$ cat src/rtl/crl_pkg.sv
package crl_pkg;

  // ---------------------------------------------------------------
  // Sizes and port decode
  // ---------------------------------------------------------------
  localparam int NUM_CH = 3;
  localparam int CNT_W = 16;
  localparam int MODE_W = 6;
  localparam logic [1:0] ADDR_CTRL = 2'h3;

  // ---------------------------------------------------------------
  // Command word fields
  // ---------------------------------------------------------------
  localparam int CW_SC_LSB = 6;
  localparam logic [1:0] CW_READBACK = 2'h3;
  localparam logic [1:0] CW_LATCH_CMD = 2'h0;
  localparam int RB_CNT_N_BIT = 5;
  localparam int RB_STS_N_BIT = 4;
  localparam int RB_SEL_LSB = 1;
  localparam int RB_ZERO_BIT = 0;

  // ---------------------------------------------------------------
  // Mode and status fields, reset values
  // ---------------------------------------------------------------
  localparam int FMT_LSB_POS = 4;
  localparam logic [1:0] FMT_MSB_ONLY = 2'h2;
  localparam logic [1:0] FMT_WORD = 2'h3;
  localparam int STS_OUT_BIT = 7;
  localparam int STS_NULL_BIT = 6;
  localparam logic [MODE_W-1:0] MODE_RST = 6'h00;
  localparam logic NULL_RST = 1'b1;

  // Host access decoded from the strobes.
  typedef enum logic [1:0] {
    ACC_NONE = 2'b00,
    ACC_RD = 2'b01,
    ACC_WR = 2'b10
  } crl_acc_e;

  // Live state of one counting element.
  typedef struct packed {
    logic [CNT_W-1:0] count;
    logic out_level;
    logic ce_load;
  } crl_ce_s;

  // One-cycle commands to one channel.
  typedef struct packed {
    logic ctrl_wr;
    logic [MODE_W-1:0] mode;
    logic rb_count;
    logic rb_status;
    logic cnt_wr;
    logic rd;
  } crl_cmd_s;

endpackage

$ cat src/rtl/crl_chan.sv
`timescale 1ns/1ns
module crl_chan
  import crl_pkg::*;
(
  input wire logic sys_clk_i,
  input wire logic rst_n_i,
  input wire crl_cmd_s cmd_i,
  input wire crl_ce_s ce_i,
  output logic [7:0] rd_byte_o,
  output logic [MODE_W-1:0] mode_o,
  output logic null_o,
  output logic cnt_lat_o,
  output logic sts_lat_o,
  output logic wr_hi_o,
  output logic [CNT_W-1:0] cnt_hold_o,
  output logic [7:0] sts_hold_o
);

  // ---------------------------------------------------------------
  // Per-counter state
  // ---------------------------------------------------------------
  logic [MODE_W-1:0] mode_r;
  logic null_r, null_nxt, cnt_lat_r, sts_lat_r, rd_hi_r, wr_hi_r;
  logic [CNT_W-1:0] cnt_hold_r;
  logic [7:0] sts_hold_r;
  wire fmt_word = (mode_r[FMT_LSB_POS+:2] == FMT_WORD);
  wire fmt_msb = (mode_r[FMT_LSB_POS+:2] == FMT_MSB_ONLY);
  wire [CNT_W-1:0] cnt_src = cnt_lat_r ? cnt_hold_r : ce_i.count;
  wire hi_sel = fmt_word ? rd_hi_r : fmt_msb;
  wire cnt_done = !fmt_word || rd_hi_r;
  wire null_set = cmd_i.ctrl_wr || (cmd_i.cnt_wr && (!fmt_word || wr_hi_r));

  // status goes out ahead of any frozen count.
  assign rd_byte_o = sts_lat_r ? sts_hold_r :
                     (hi_sel ? cnt_src[15:8] : cnt_src[7:0]);
  assign mode_o = mode_r;
  assign null_o = null_r;
  assign cnt_lat_o = cnt_lat_r;
  assign sts_lat_o = sts_lat_r;
  assign wr_hi_o = wr_hi_r;
  assign cnt_hold_o = cnt_hold_r;
  assign sts_hold_o = sts_hold_r;

  // set and clear. A flag-setting write wins over a load in the same cycle.
  assign null_nxt = null_set ? 1'b1 : (ce_i.ce_load ? 1'b0 : null_r);

  // Mode and null flag.
  always_ff @(posedge sys_clk_i or negedge rst_n_i) begin
    if (!rst_n_i) begin
      mode_r <= MODE_RST;
      null_r <= NULL_RST;
    end else begin
      null_r <= null_nxt;
      if (cmd_i.ctrl_wr) begin
        mode_r <= cmd_i.mode;
      end
    end
  end

  // count freeze until read; source is the element.
  always_ff @(posedge sys_clk_i or negedge rst_n_i) begin
    if (!rst_n_i) begin
      cnt_lat_r <= 1'b0;
      cnt_hold_r <= '0;
    end else if (cmd_i.ctrl_wr) begin
      cnt_lat_r <= 1'b0;
    end else if (cmd_i.rb_count && !cnt_lat_r) begin
      cnt_lat_r <= 1'b1;
      cnt_hold_r <= ce_i.count;
    end else if (cmd_i.rd && !sts_lat_r && cnt_done) begin
      cnt_lat_r <= 1'b0;
    end
  end

  always_ff @(posedge sys_clk_i or negedge rst_n_i) begin
    if (!rst_n_i) begin
      sts_lat_r <= 1'b0;
      sts_hold_r <= 8'h00;
    end else if (cmd_i.ctrl_wr) begin
      sts_lat_r <= 1'b0;
    end else if (cmd_i.rb_status && !sts_lat_r) begin
      sts_lat_r <= 1'b1;
      sts_hold_r <= {ce_i.out_level, null_r, mode_r};
    end else if (cmd_i.rd) begin
      sts_lat_r <= 1'b0;
    end
  end

  // byte order of two-byte reads and writes.
  always_ff @(posedge sys_clk_i or negedge rst_n_i) begin
    if (!rst_n_i) begin
      rd_hi_r <= 1'b0;
      wr_hi_r <= 1'b0;
    end else if (cmd_i.ctrl_wr) begin
      rd_hi_r <= 1'b0;
      wr_hi_r <= 1'b0;
    end else begin
      if (cmd_i.rd && !sts_lat_r && fmt_word) begin
        rd_hi_r <= !rd_hi_r;
      end
      if (cmd_i.cnt_wr && fmt_word) begin
        wr_hi_r <= !wr_hi_r;
      end
    end
  end

endmodule

$ cat src/rtl/crl_readback.sv
`timescale 1ns/1ns
// Function
// - A read-back with the count bit low freezes each selected count.
// - A frozen count holds until that counter is read or reprogrammed.
// - Further count captures on a frozen counter are ignored.
// - A read-back with the status bit low captures each selected status.
// - Status is out level, null flag, then the six mode bits.
// - Null flag is set by a control or count write, cleared on load.
// - A control word sets the null flag of its own counter only.
// - In two-byte format the null flag is set on the second byte.
// - Counts are taken from the counting element, not the load register.
// - Further status captures on a captured counter are ignored.
// - Both bits low capture both parts, each first capture wins.
// - With both captured, status reads first, then the frozen count.
// - Port decode selects counters 0-2 and control, else no operation.
// - Read-back is top bits 11, bits 3-1 select counters, bit 0 is 0.
module crl_readback
  import crl_pkg::*;
(
  input wire logic sys_clk_i,
  input wire logic rst_n_i,
  input wire logic cs_n_i,
  input wire logic rd_n_i,
  input wire logic wr_n_i,
  input wire logic port_sel_hi_i,
  input wire logic port_sel_lo_i,
  input wire logic [7:0] data_i,
  input wire crl_ce_s [NUM_CH-1:0] ce_i,
  output logic [7:0] data_o,
  output logic data_oe_n_o,
  output logic [NUM_CH-1:0] null_count_o,
  output logic [NUM_CH-1:0][MODE_W-1:0] mode_o
);

  // ---------------------------------------------------------------
  // Strobe sampling
  // ---------------------------------------------------------------
  logic rd_n_q_r, wr_n_q_r;
  logic [7:0] data_r, data_nxt;
  logic data_oe_n_r, data_oe_n_nxt;
  crl_acc_e acc;

  // Previous strobe levels, so each strobe acts on its leading edge.
  always_ff @(posedge sys_clk_i or negedge rst_n_i) begin
    if (!rst_n_i) begin
      rd_n_q_r <= 1'b1;
      wr_n_q_r <= 1'b1;
    end else begin
      rd_n_q_r <= rd_n_i;
      wr_n_q_r <= wr_n_i;
    end
  end

  // ---------------------------------------------------------------
  // Port decode
  // ---------------------------------------------------------------
  wire [1:0] port_sel = {port_sel_hi_i, port_sel_lo_i};
  wire is_ctrl = (port_sel == ADDR_CTRL);
  // only a counter port may be read.
  wire rd_level = !cs_n_i && !rd_n_i && wr_n_i && !is_ctrl;
  wire wr_level = !cs_n_i && !wr_n_i && rd_n_i;
  wire rd_pulse = rd_level && rd_n_q_r;
  wire wr_pulse = wr_level && wr_n_q_r;
  assign acc = rd_pulse ? ACC_RD : (wr_pulse ? ACC_WR : ACC_NONE);

  // Command word classes.
  wire ctrl_wr = (acc == ACC_WR) && is_ctrl;
  wire [1:0] cw_sc = data_i[CW_SC_LSB+:2];
  // read-back needs top bits 11 and bit 0 clear.
  wire rb_cmd = ctrl_wr && (cw_sc == CW_READBACK) && !data_i[RB_ZERO_BIT];
  wire mode_cmd = ctrl_wr && (cw_sc != CW_READBACK) &&
                  (data_i[RB_STS_N_BIT+:2] != CW_LATCH_CMD);

  // ---------------------------------------------------------------
  // Channels
  // ---------------------------------------------------------------
  crl_cmd_s [NUM_CH-1:0] cmd;
  logic [NUM_CH-1:0][7:0] rd_byte, sts_hold;
  logic [NUM_CH-1:0][CNT_W-1:0] cnt_hold;
  logic [NUM_CH-1:0] null_w, cnt_lat, sts_lat, wr_hi;
  logic [NUM_CH-1:0][MODE_W-1:0] mode_w;

  genvar gi;
  generate
    for (gi = 0; gi < NUM_CH; gi = gi + 1) begin : g_ch
      // a control word reaches only the counter it names.
      assign cmd[gi].ctrl_wr = mode_cmd && (cw_sc == 2'(gi));
      assign cmd[gi].mode = data_i[MODE_W-1:0];
      // each selected counter takes each enabled part.
      assign cmd[gi].rb_count = rb_cmd && data_i[RB_SEL_LSB+gi] &&
                                !data_i[RB_CNT_N_BIT];
      assign cmd[gi].rb_status = rb_cmd && data_i[RB_SEL_LSB+gi] &&
                                 !data_i[RB_STS_N_BIT];
      // counter ports load counts and return data.
      assign cmd[gi].cnt_wr = (acc == ACC_WR) && (port_sel == 2'(gi));
      assign cmd[gi].rd = (acc == ACC_RD) && (port_sel == 2'(gi));

      crl_chan u_chan (
        .sys_clk_i(sys_clk_i),
        .rst_n_i(rst_n_i),
        .cmd_i(cmd[gi]),
        .ce_i(ce_i[gi]),
        .rd_byte_o(rd_byte[gi]),
        .mode_o(mode_w[gi]),
        .null_o(null_w[gi]),
        .cnt_lat_o(cnt_lat[gi]),
        .sts_lat_o(sts_lat[gi]),
        .wr_hi_o(wr_hi[gi]),
        .cnt_hold_o(cnt_hold[gi]),
        .sts_hold_o(sts_hold[gi])
      );
    end
  endgenerate

  // ---------------------------------------------------------------
  // Read data path
  // ---------------------------------------------------------------
  // the byte is taken once, at the leading edge of the read.
  assign data_nxt = rd_pulse ? rd_byte[port_sel] : data_r;
  // the bus is driven only during a valid counter read.
  assign data_oe_n_nxt = !rd_level;

  always_ff @(posedge sys_clk_i or negedge rst_n_i) begin
    if (!rst_n_i) begin
      data_r <= 8'h00;
      data_oe_n_r <= 1'b1;
    end else begin
      data_r <= data_nxt;
      data_oe_n_r <= data_oe_n_nxt;
    end
  end

  assign data_o = data_r;
  assign data_oe_n_o = data_oe_n_r;
  assign null_count_o = null_w;
  assign mode_o = mode_w;

  generate
    for (gi = 0; gi < NUM_CH; gi = gi + 1) begin : g_chk

    end
  endgenerate
endmodule

$ cat config.mk
export PLATFORM = sky130hd
export DESIGN_NAME = crl_readback
export DESIGN_NICKNAME = d
export VERILOG_FILES = /design/src/rtl/crl_pkg.sv /design/src/rtl/crl_chan.sv /design/src/rtl/crl_readback.sv
export SDC_FILE = /design/constraint.sdc
export NUM_CORES = 1
export LEC_CHECK = 0
export BUFFER_PORTS_ARGS = -buffer_cell sky130_fd_sc_hd__buf_2
export CORE_MARGIN = 5
export CORE_UTILIZATION = 35
export DETAILED_ROUTE_END_ITERATION = 16
export PLACE_DENSITY = 0.58
export SLEW_MARGIN = 20
export SYNTH_ARGS = -nofsm -noshare
export SYNTH_HDL_FRONTEND = slang
export SYNTH_SLANG_ARGS = --single-unit
export TNS_END_PERCENT = 10
$ cat constraint.sdc
create_clock -name sys_clk_i -period 2.2 [get_ports sys_clk_i]
set_clock_uncertainty 0.2 [all_clocks]
set_input_delay 0.44 -clock sys_clk_i [delete_from_list [all_inputs] [get_ports sys_clk_i]]
set_output_delay 0.44 -clock sys_clk_i [all_outputs]
set_load 0.05 [all_outputs]
==> flow_metrics.py, run 1 <==
metrics = {
    "floorplan": {
        "dieArea_mm2": 0.0191,
        "die_y_um": 138,
        "initial_utilization_pct": 35.9,
        "rows": 46,
        "core_area_mm2": 0.0160,
        "die_x_um": 138,
        "ioPinCount": 99,
    },
    "placed_design": {
        "dp_hpwl_mm": 11.3,
        "gp_congestion": 0.816,
        "port_buffers": 98,
    },
    "synthesis": {
        "postSynthAreaPerCell_um2": 13.6,
        "synth_ff_type": "dfrtp_1",
        "synth.yosys.seq_area_share_pct": 50.7,
        "ys_types": 46,
        "synthArstFlopShare_pct": 100,
        "synth_area_mm2": 0.00574,
        "ys_ff_latch": 116,
        "synth-edff-count": 0,
        "syn_nets": 490,
        "syn_inst": 421,
        "ys_warn_count": 0,
    },
    "critical_path": {
        "critPathArrivalTime_ns": 2.18,
        "cp_max_fo": 6,
        "cp-start-kind": "flop",
        "required_ns": 2.27,
        "end_kind": "flop",
        "r2r_setup_slack_ns": 0.09,
        "cpMaxStageDelayCell": "dfrtp_1",
        "crit_chain": "nand2b_1, buf_4, a221oi_1, a311oi_1, a211oi_1, o221ai_1",
        "cp_top_family": "compound AO/OA/AOI/OAI gates",
        "cp_num_buf_inv": 1,
        "crit_path_max_incr_delay_ns": 0.40,
        "criticalPathCategory": "flop to flop",
    },
    "clock_tree": {
        "numCtsBuffers": 17,
        "cts.sinks": 116,
        "cts-root-buf": "clkbuf_16",
        "clock_latency_ns": 0.42,
        "clockBufferDepth": 2,
        "cts.reportedPaths.clkPinSlew_ns": 0.05,
        "cts-htree-levels": 4,
        "cts_tree": "built",
    },
    "pwr": {
        "clock_power_share_pct": 50.1,
        "combPwrFrac_pct": 13.1,
        "ir_worst_vdd_v": 0.000592,
        "p_leak_uw": 0.00369,
        "p_per_area_mw_per_mm2": 827,
        "internal-power_uw": 4700,
        "power.switching_uw": 1500,
        "sw_frac_of_total_pct": 24.2,
        "pwr-share-seq_pct": 36.8,
    },
    "timing": {
        "finalMaxSlewViolations": 0,
        "whs_ns": 0.0307,
        "period_needed_ns": 2.11,
        "fmax_ghz": 0.474,
        "rsz0062_at_grt": "true",
        "period_share_pct": 95.9,
        "setup_viol": 0,
        "hold_violations": 0,
        "slew_headroom_pct": 34.5,
        "worstMarginPinSlew_ns": 0.975,
    },
    "global_route": {
        "grt_pass1_wl_mm": 24.7,
        "grt.overflow.total": 0,
        "grt_max_degree": 42,
        "track_usage_pct": 16.3,
        "grt_antenna_before_repair": 0,
        "grt_pass1_vias": 4492,
    },
    "detailed_routing": {
        "routed_wl_mm": 14.9,
        "drc": 0,
        "via_per_inst": 5.09,
        "dr.pass1.iters": 4,
        "vias": 4013,
        "wire_per_inst_um": 18.9,
        "first_iter_violations": 226,
        "ant_nets": 0,
    },
    "layout": {
        "post-route-util_pct": 46.9,
        "antenna_cells": 0,
        "nets": 629,
        "syn2layout_area_growth_pct": 30.7,
        "nFillCells": 1469,
        "drive_gt1_share_pct": 53.1,
        "mostFrequentLayoutCells": "109 x dfrtp_1, 97 x buf_2, 63 x mux2_2",
        "final_common_cell": "dfrtp_1",
    },
    "outcome": {
        "status": "complete, no violations",
    },
    "min_path": {
        "hold_class": "input pin to flop",
    },
    "run": {
        "maxCapViolCount": 0,
    },
}
per-layer routing:
| metal | wire length [um] | track usage [%] | vias to the layer above | part of all wire [%] |
|---|---|---|---|---|
| met1 | 6840 | 22.1 | 2032 | 46 |
| met5 | 0 | 0 | - | 0 |
| li1 | - | - | 1859 | - |
| met2 | 7010 | 25.5 | 104 | 47 |
| met3 | 843 | 4.79 | 18 | 5.7 |
| met4 | 220 | 5.20 | 0 | 1.5 |
path summary, 6_finish.rpt:
check                      depth (start not counted)                   start                           end
hold / removal                                     2                ce_i[18]         g_ch[1].u_chan.null_o
setup / recovery                                   6  g_ch[1].u_chan.rd_hi_r                     data_o[3]
setup reg to reg                                   6  g_ch[1].u_chan.rd_hi_r                     data_o[3]
hold reg to reg                                    2               data_o[4]                     data_o[4]
min in group asynchronous                          2                 rst_n_i  g_ch[1].u_chan.sts_hold_o[3]
max in group asynchronous                          3                 rst_n_i         g_ch[1].u_chan.null_o
metrics by stage:
stage	area [um^2]	instances	setup TNS, ns	total power, uW	worst slack (ns)
floorplan	5750	421	0	2770	0.0825
global placement	6800	755	-0.00989	3120	-0.00989
detailed placement	6800	755	-0.489	3130	-0.0656
CTS	7480	788	0	6280	0.0213
global route	7500	788	-0.197	6450	-0.0199
finish	7500	788	0	6200	0.0905
timing repair:
item / CTS / global route
gates resized for setup: 0 / 4
buffers inserted: 0 / 0
hold endpoints to repair: 32 / 0
endpoints found under the setup margin: 0 / 15
hold buffers: 2 / 0
area by class of cell:
class	instances	area (um^2)	share of cell area, %
Timing Repair Buffer	147	953	12.7
Sequential cell	116	2910	38.8
Multi-Input combinational cell	271	2680	35.7
Clock buffer	21	460	6.14
Tap cell	216	270	3.60
Inverter	7	26.3	0.350
Clock inverter	10	203	2.70
flip-flops by register name, indices dropped and copies added, names as in the netlist:
signal,flops
data_o,8
data_oe_n_o,1
g_ch.u_chan.cnt_hold_o,48
g_ch.u_chan.cnt_lat_o,3
g_ch.u_chan.mode_o,18
g_ch.u_chan.null_o,3
g_ch.u_chan.rd_hi_r,3
g_ch.u_chan.sts_hold_o,24
g_ch.u_chan.sts_lat_o,3
g_ch.u_chan.wr_hi_o,3
rd_n_q_r,1
wr_n_q_r,1
cell families (layout without fill, tap and decap cells):
kind of cell | Yosys count | after routing | synth area share [%]
and+or+nand+nor | 87 | 87 | 9.56
xor gates and xnor gates | 4 | 4 | 0.610
DFF | 116 | 116 | 50.7
muxes | 122 | 122 | 28.7
AOI/OAI and AO/OA | 58 | 58 | 7.41
buffers and inverters | 34 | 185 | 3.05
power by group through the flow:
stage	sequential (uW)	clock, uW	combinational (uW)
after detailed placement	2320	0	818
after global routing	2290	3290	877
after CTS	2280	3180	824
after global placement	2310	0	812
after floorplan	2490	0	284
final	2280	3110	814
synthesized netlist by cell type, types with 8 or more instances:
cell type / n / share of area (%)
mux2_2: 63 / 12
nor2_1: 16 / 1.0
o21ai_0: 8 / 0.70
nor2b_1: 9 / 0.98
nand3_1: 9 / 0.78
mux2_4: 27 / 7.1
dfrtp_1: 110 / 48
a21oi_1: 10 / 0.87
mux2i_1: 15 / 2.6
mux4_2: 17 / 6.7
nand2_1: 16 / 1.0
o221ai_1: 8 / 1.2
clkbuf_1: 12 / 0.78
a221oi_1: 8 / 1.2
nand3b_1: 9 / 1.2
Note: power is estimated with default switching activity, not from simulation.
==> run 2: changes to the inputs <==
--- a/constraint.sdc
+++ b/constraint.sdc
@@ -3,3 +3,3 @@
 set_input_delay 0.44 -clock sys_clk_i [delete_from_list [all_inputs] [get_ports sys_clk_i]]
 set_output_delay 0.44 -clock sys_clk_i [all_outputs]
-set_load 0.05 [all_outputs]
+set_load 0.005 [all_outputs]
==> flow_metrics.py, run 2 (synthesis gave the netlist of run 1 again) <==
metrics = {
    "layout": {
        "largest_register_ff_count": 48,
        "antenna_cells": 0,
        "final_common_cell": "dfrtp_1",
        "drive_gt1_share_pct": 52.4,
        "mostFrequentLayoutCells": "110 x dfrtp_1, 97 x buf_2, 63 x mux2_2",
        "nFillCells": 1479,
        "multi_input_area_mm2": 0.00268,
        "regArea_mm2": 0.00291,
        "syn2layout_area_growth_pct": 29.2,
        "nets": 621,
        "layout.cells.non_filler": 781,
    },
    "timing": {
        "rsz0062_at_grt": "true",
        "worstMarginPinSlew_ns": 0.647,
        "hold_violations": 0,
        "period_needed_ns": 2.18,
        "period_share_pct": 98.9,
        "slew_headroom_pct": 56.6,
        "fmax_ghz": 0.460,
        "finalMaxSlewViolations": 0,
        "setup_viol": 0,
    },
    "detailed_routing": {
        "via_per_inst": 5.11,
        "first_iter_violations": 284,
        "vias": 3993,
        "routed_wl_mm": 14.6,
        "dr.pass1.iters": 4,
        "ant_nets": 0,
        "drc": 0,
        "wire_per_inst_um": 18.7,
    },
    "clock_tree": {
        "cts_tree": "built",
        "cts.reportedPaths.clkPinSlew_ns": 0.05,
        "cts-root-buf": "clkbuf_16",
        "cts-htree-levels": 4,
        "clock_latency_ns": 0.41,
        "numCtsBuffers": 17,
        "cts.sinks": 116,
        "clockBufferDepth": 2,
    },
    "pwr": {
        "combPwrFrac_pct": 10.0,
        "pwr-share-seq_pct": 38.4,
        "sw_frac_of_total_pct": 22.1,
        "p_leak_uw": 0.00364,
        "internal-power_uw": 4610,
        "p_per_area_mw_per_mm2": 797,
        "finalPower_uw": 5910,
        "ir_worst_vdd_v": 0.000619,
        "clock_power_share_pct": 51.5,
        "power.switching_uw": 1300,
    },
    "run": {
        "maxCapViolCount": 0,
    },
    "global_route": {
        "grt.overflow.total": 0,
        "grt_max_degree": 117,
        "grt_pass1_vias": 4323,
        "track_usage_pct": 15.9,
        "grt_pass1_wl_mm": 24.0,
        "grt_antenna_before_repair": 0,
    },
    "placed_design": {
        "dp_hpwl_mm": 10.8,
        "port_buffers": 98,
        "place_inst": 747,
        "gp_congestion": 0.790,
    },
    "critical_path": {
        "critPathArrivalTime_ns": 2.27,
        "cp-start-kind": "flop",
        "required_ns": 2.30,
        "criticalPathCategory": "flop to flop",
        "end_kind": "flop",
        "cp_max_fo": 9,
    },
    "min_path": {
        "hold_class": "input pin to flop",
    },
    "floorplan": {
        "rows": 46,
        "ioPinCount": 99,
        "core_area_mm2": 0.0160,
        "initial_utilization_pct": 35.9,
        "die_y_um": 138,
        "die_x_um": 138,
        "dieArea_mm2": 0.0191,
    },
    "outcome": {
        "status": "complete, no violations",
    },
}
-- run 2: cell count changes in the layout (fill, tap and decap cells not counted), sizes merged --
cell,delta
buf,-8
clkbuf,+2
bufinv,-1
clkinv,-1
clkinvlp,+1
-- run 2: path summary, 6_finish.rpt --
kind	start	endpoint	slack [ns]	cells past startpoint
max in group asynchronous	rst_n_i	g_ch[0].u_chan.cnt_hold_o[2]	0.86	3
worst min-delay path	ce_i[18]	g_ch[1].u_chan.null_o	0.04	2
worst min register to register	data_o[4]	data_o[4]	0.29	2
min in group asynchronous	rst_n_i	g_ch[2].u_chan.cnt_hold_o[6]	0.49	3
worst max-delay path	wr_n_q_r	g_ch[1].u_chan.sts_hold_o[3]	0.02	5
worst max register to register	wr_n_q_r	g_ch[1].u_chan.sts_hold_o[3]	0.02	5
-- run 2: power groups by stage --
stage | Combinational [uW] | Clock, uW | Sequential, uW
after global placement | 584 | 0 | 2300
after floorplan | 278 | 0 | 2300
after global routing | 653 | 3210 | 2280
final | 592 | 3050 | 2270
after detailed placement | 597 | 0 | 2310
after CTS | 602 | 3140 | 2270
-- run 2: critical path: stages (launching register included) --
cell and delay, ns:
dfstp_2 0.52, and4bb_2 0.31, nand4_4 0.16, nor2_2 0.23
nand3b_2 0.28, mux2_2 0.36
-- run 2: area by class of cell --
class | count | share of cell area (%)
tap | 216 | 3.64
timing repair buffer | 139 | 11.9
clock buffer | 23 | 6.44
inverter | 7 | 0.354
clock inverter | 9 | 2.36
sequential | 116 | 39.2
multi-input combinational | 271 | 36.1
-- run 2: timing repair --
action | 4_1_cts | 5_1_grt
hold buffers | 2 | 0
gates resized for setup | 0 | 5
setup endpoints to repair | 0 | 30
buffers inserted | 0 | 0
hold endpoints to repair | 111 | 0
-- run 2: metal layers --
metal  wire (um)  GRT usage (%)  vias up
li1            -              -     1842
met3         770           5.14       19
met4         291           5.41        0
met2        6870           24.7      104
met5           0              0        -
met1        6690           21.2     2028
-- run 2: metrics by stage --
stage          hold slack, ns  utilization (%)  setup TNS (ns)  worst slack, ns  instance area, um^2
4_1_cts                0.0187             46.2               0           0.0136                 7400
3_3_place_gp            0.273             42.0          -0.283           -0.115                 6730
6_report               0.0370             46.4               0           0.0249                 7420
3_5_place_dp            0.274             42.0           -1.65           -0.125                 6730
5_1_grt                0.0426             46.4           -1.29          -0.0787                 7420
2_1_floorplan         -0.0556                -               0            0.129                 5740
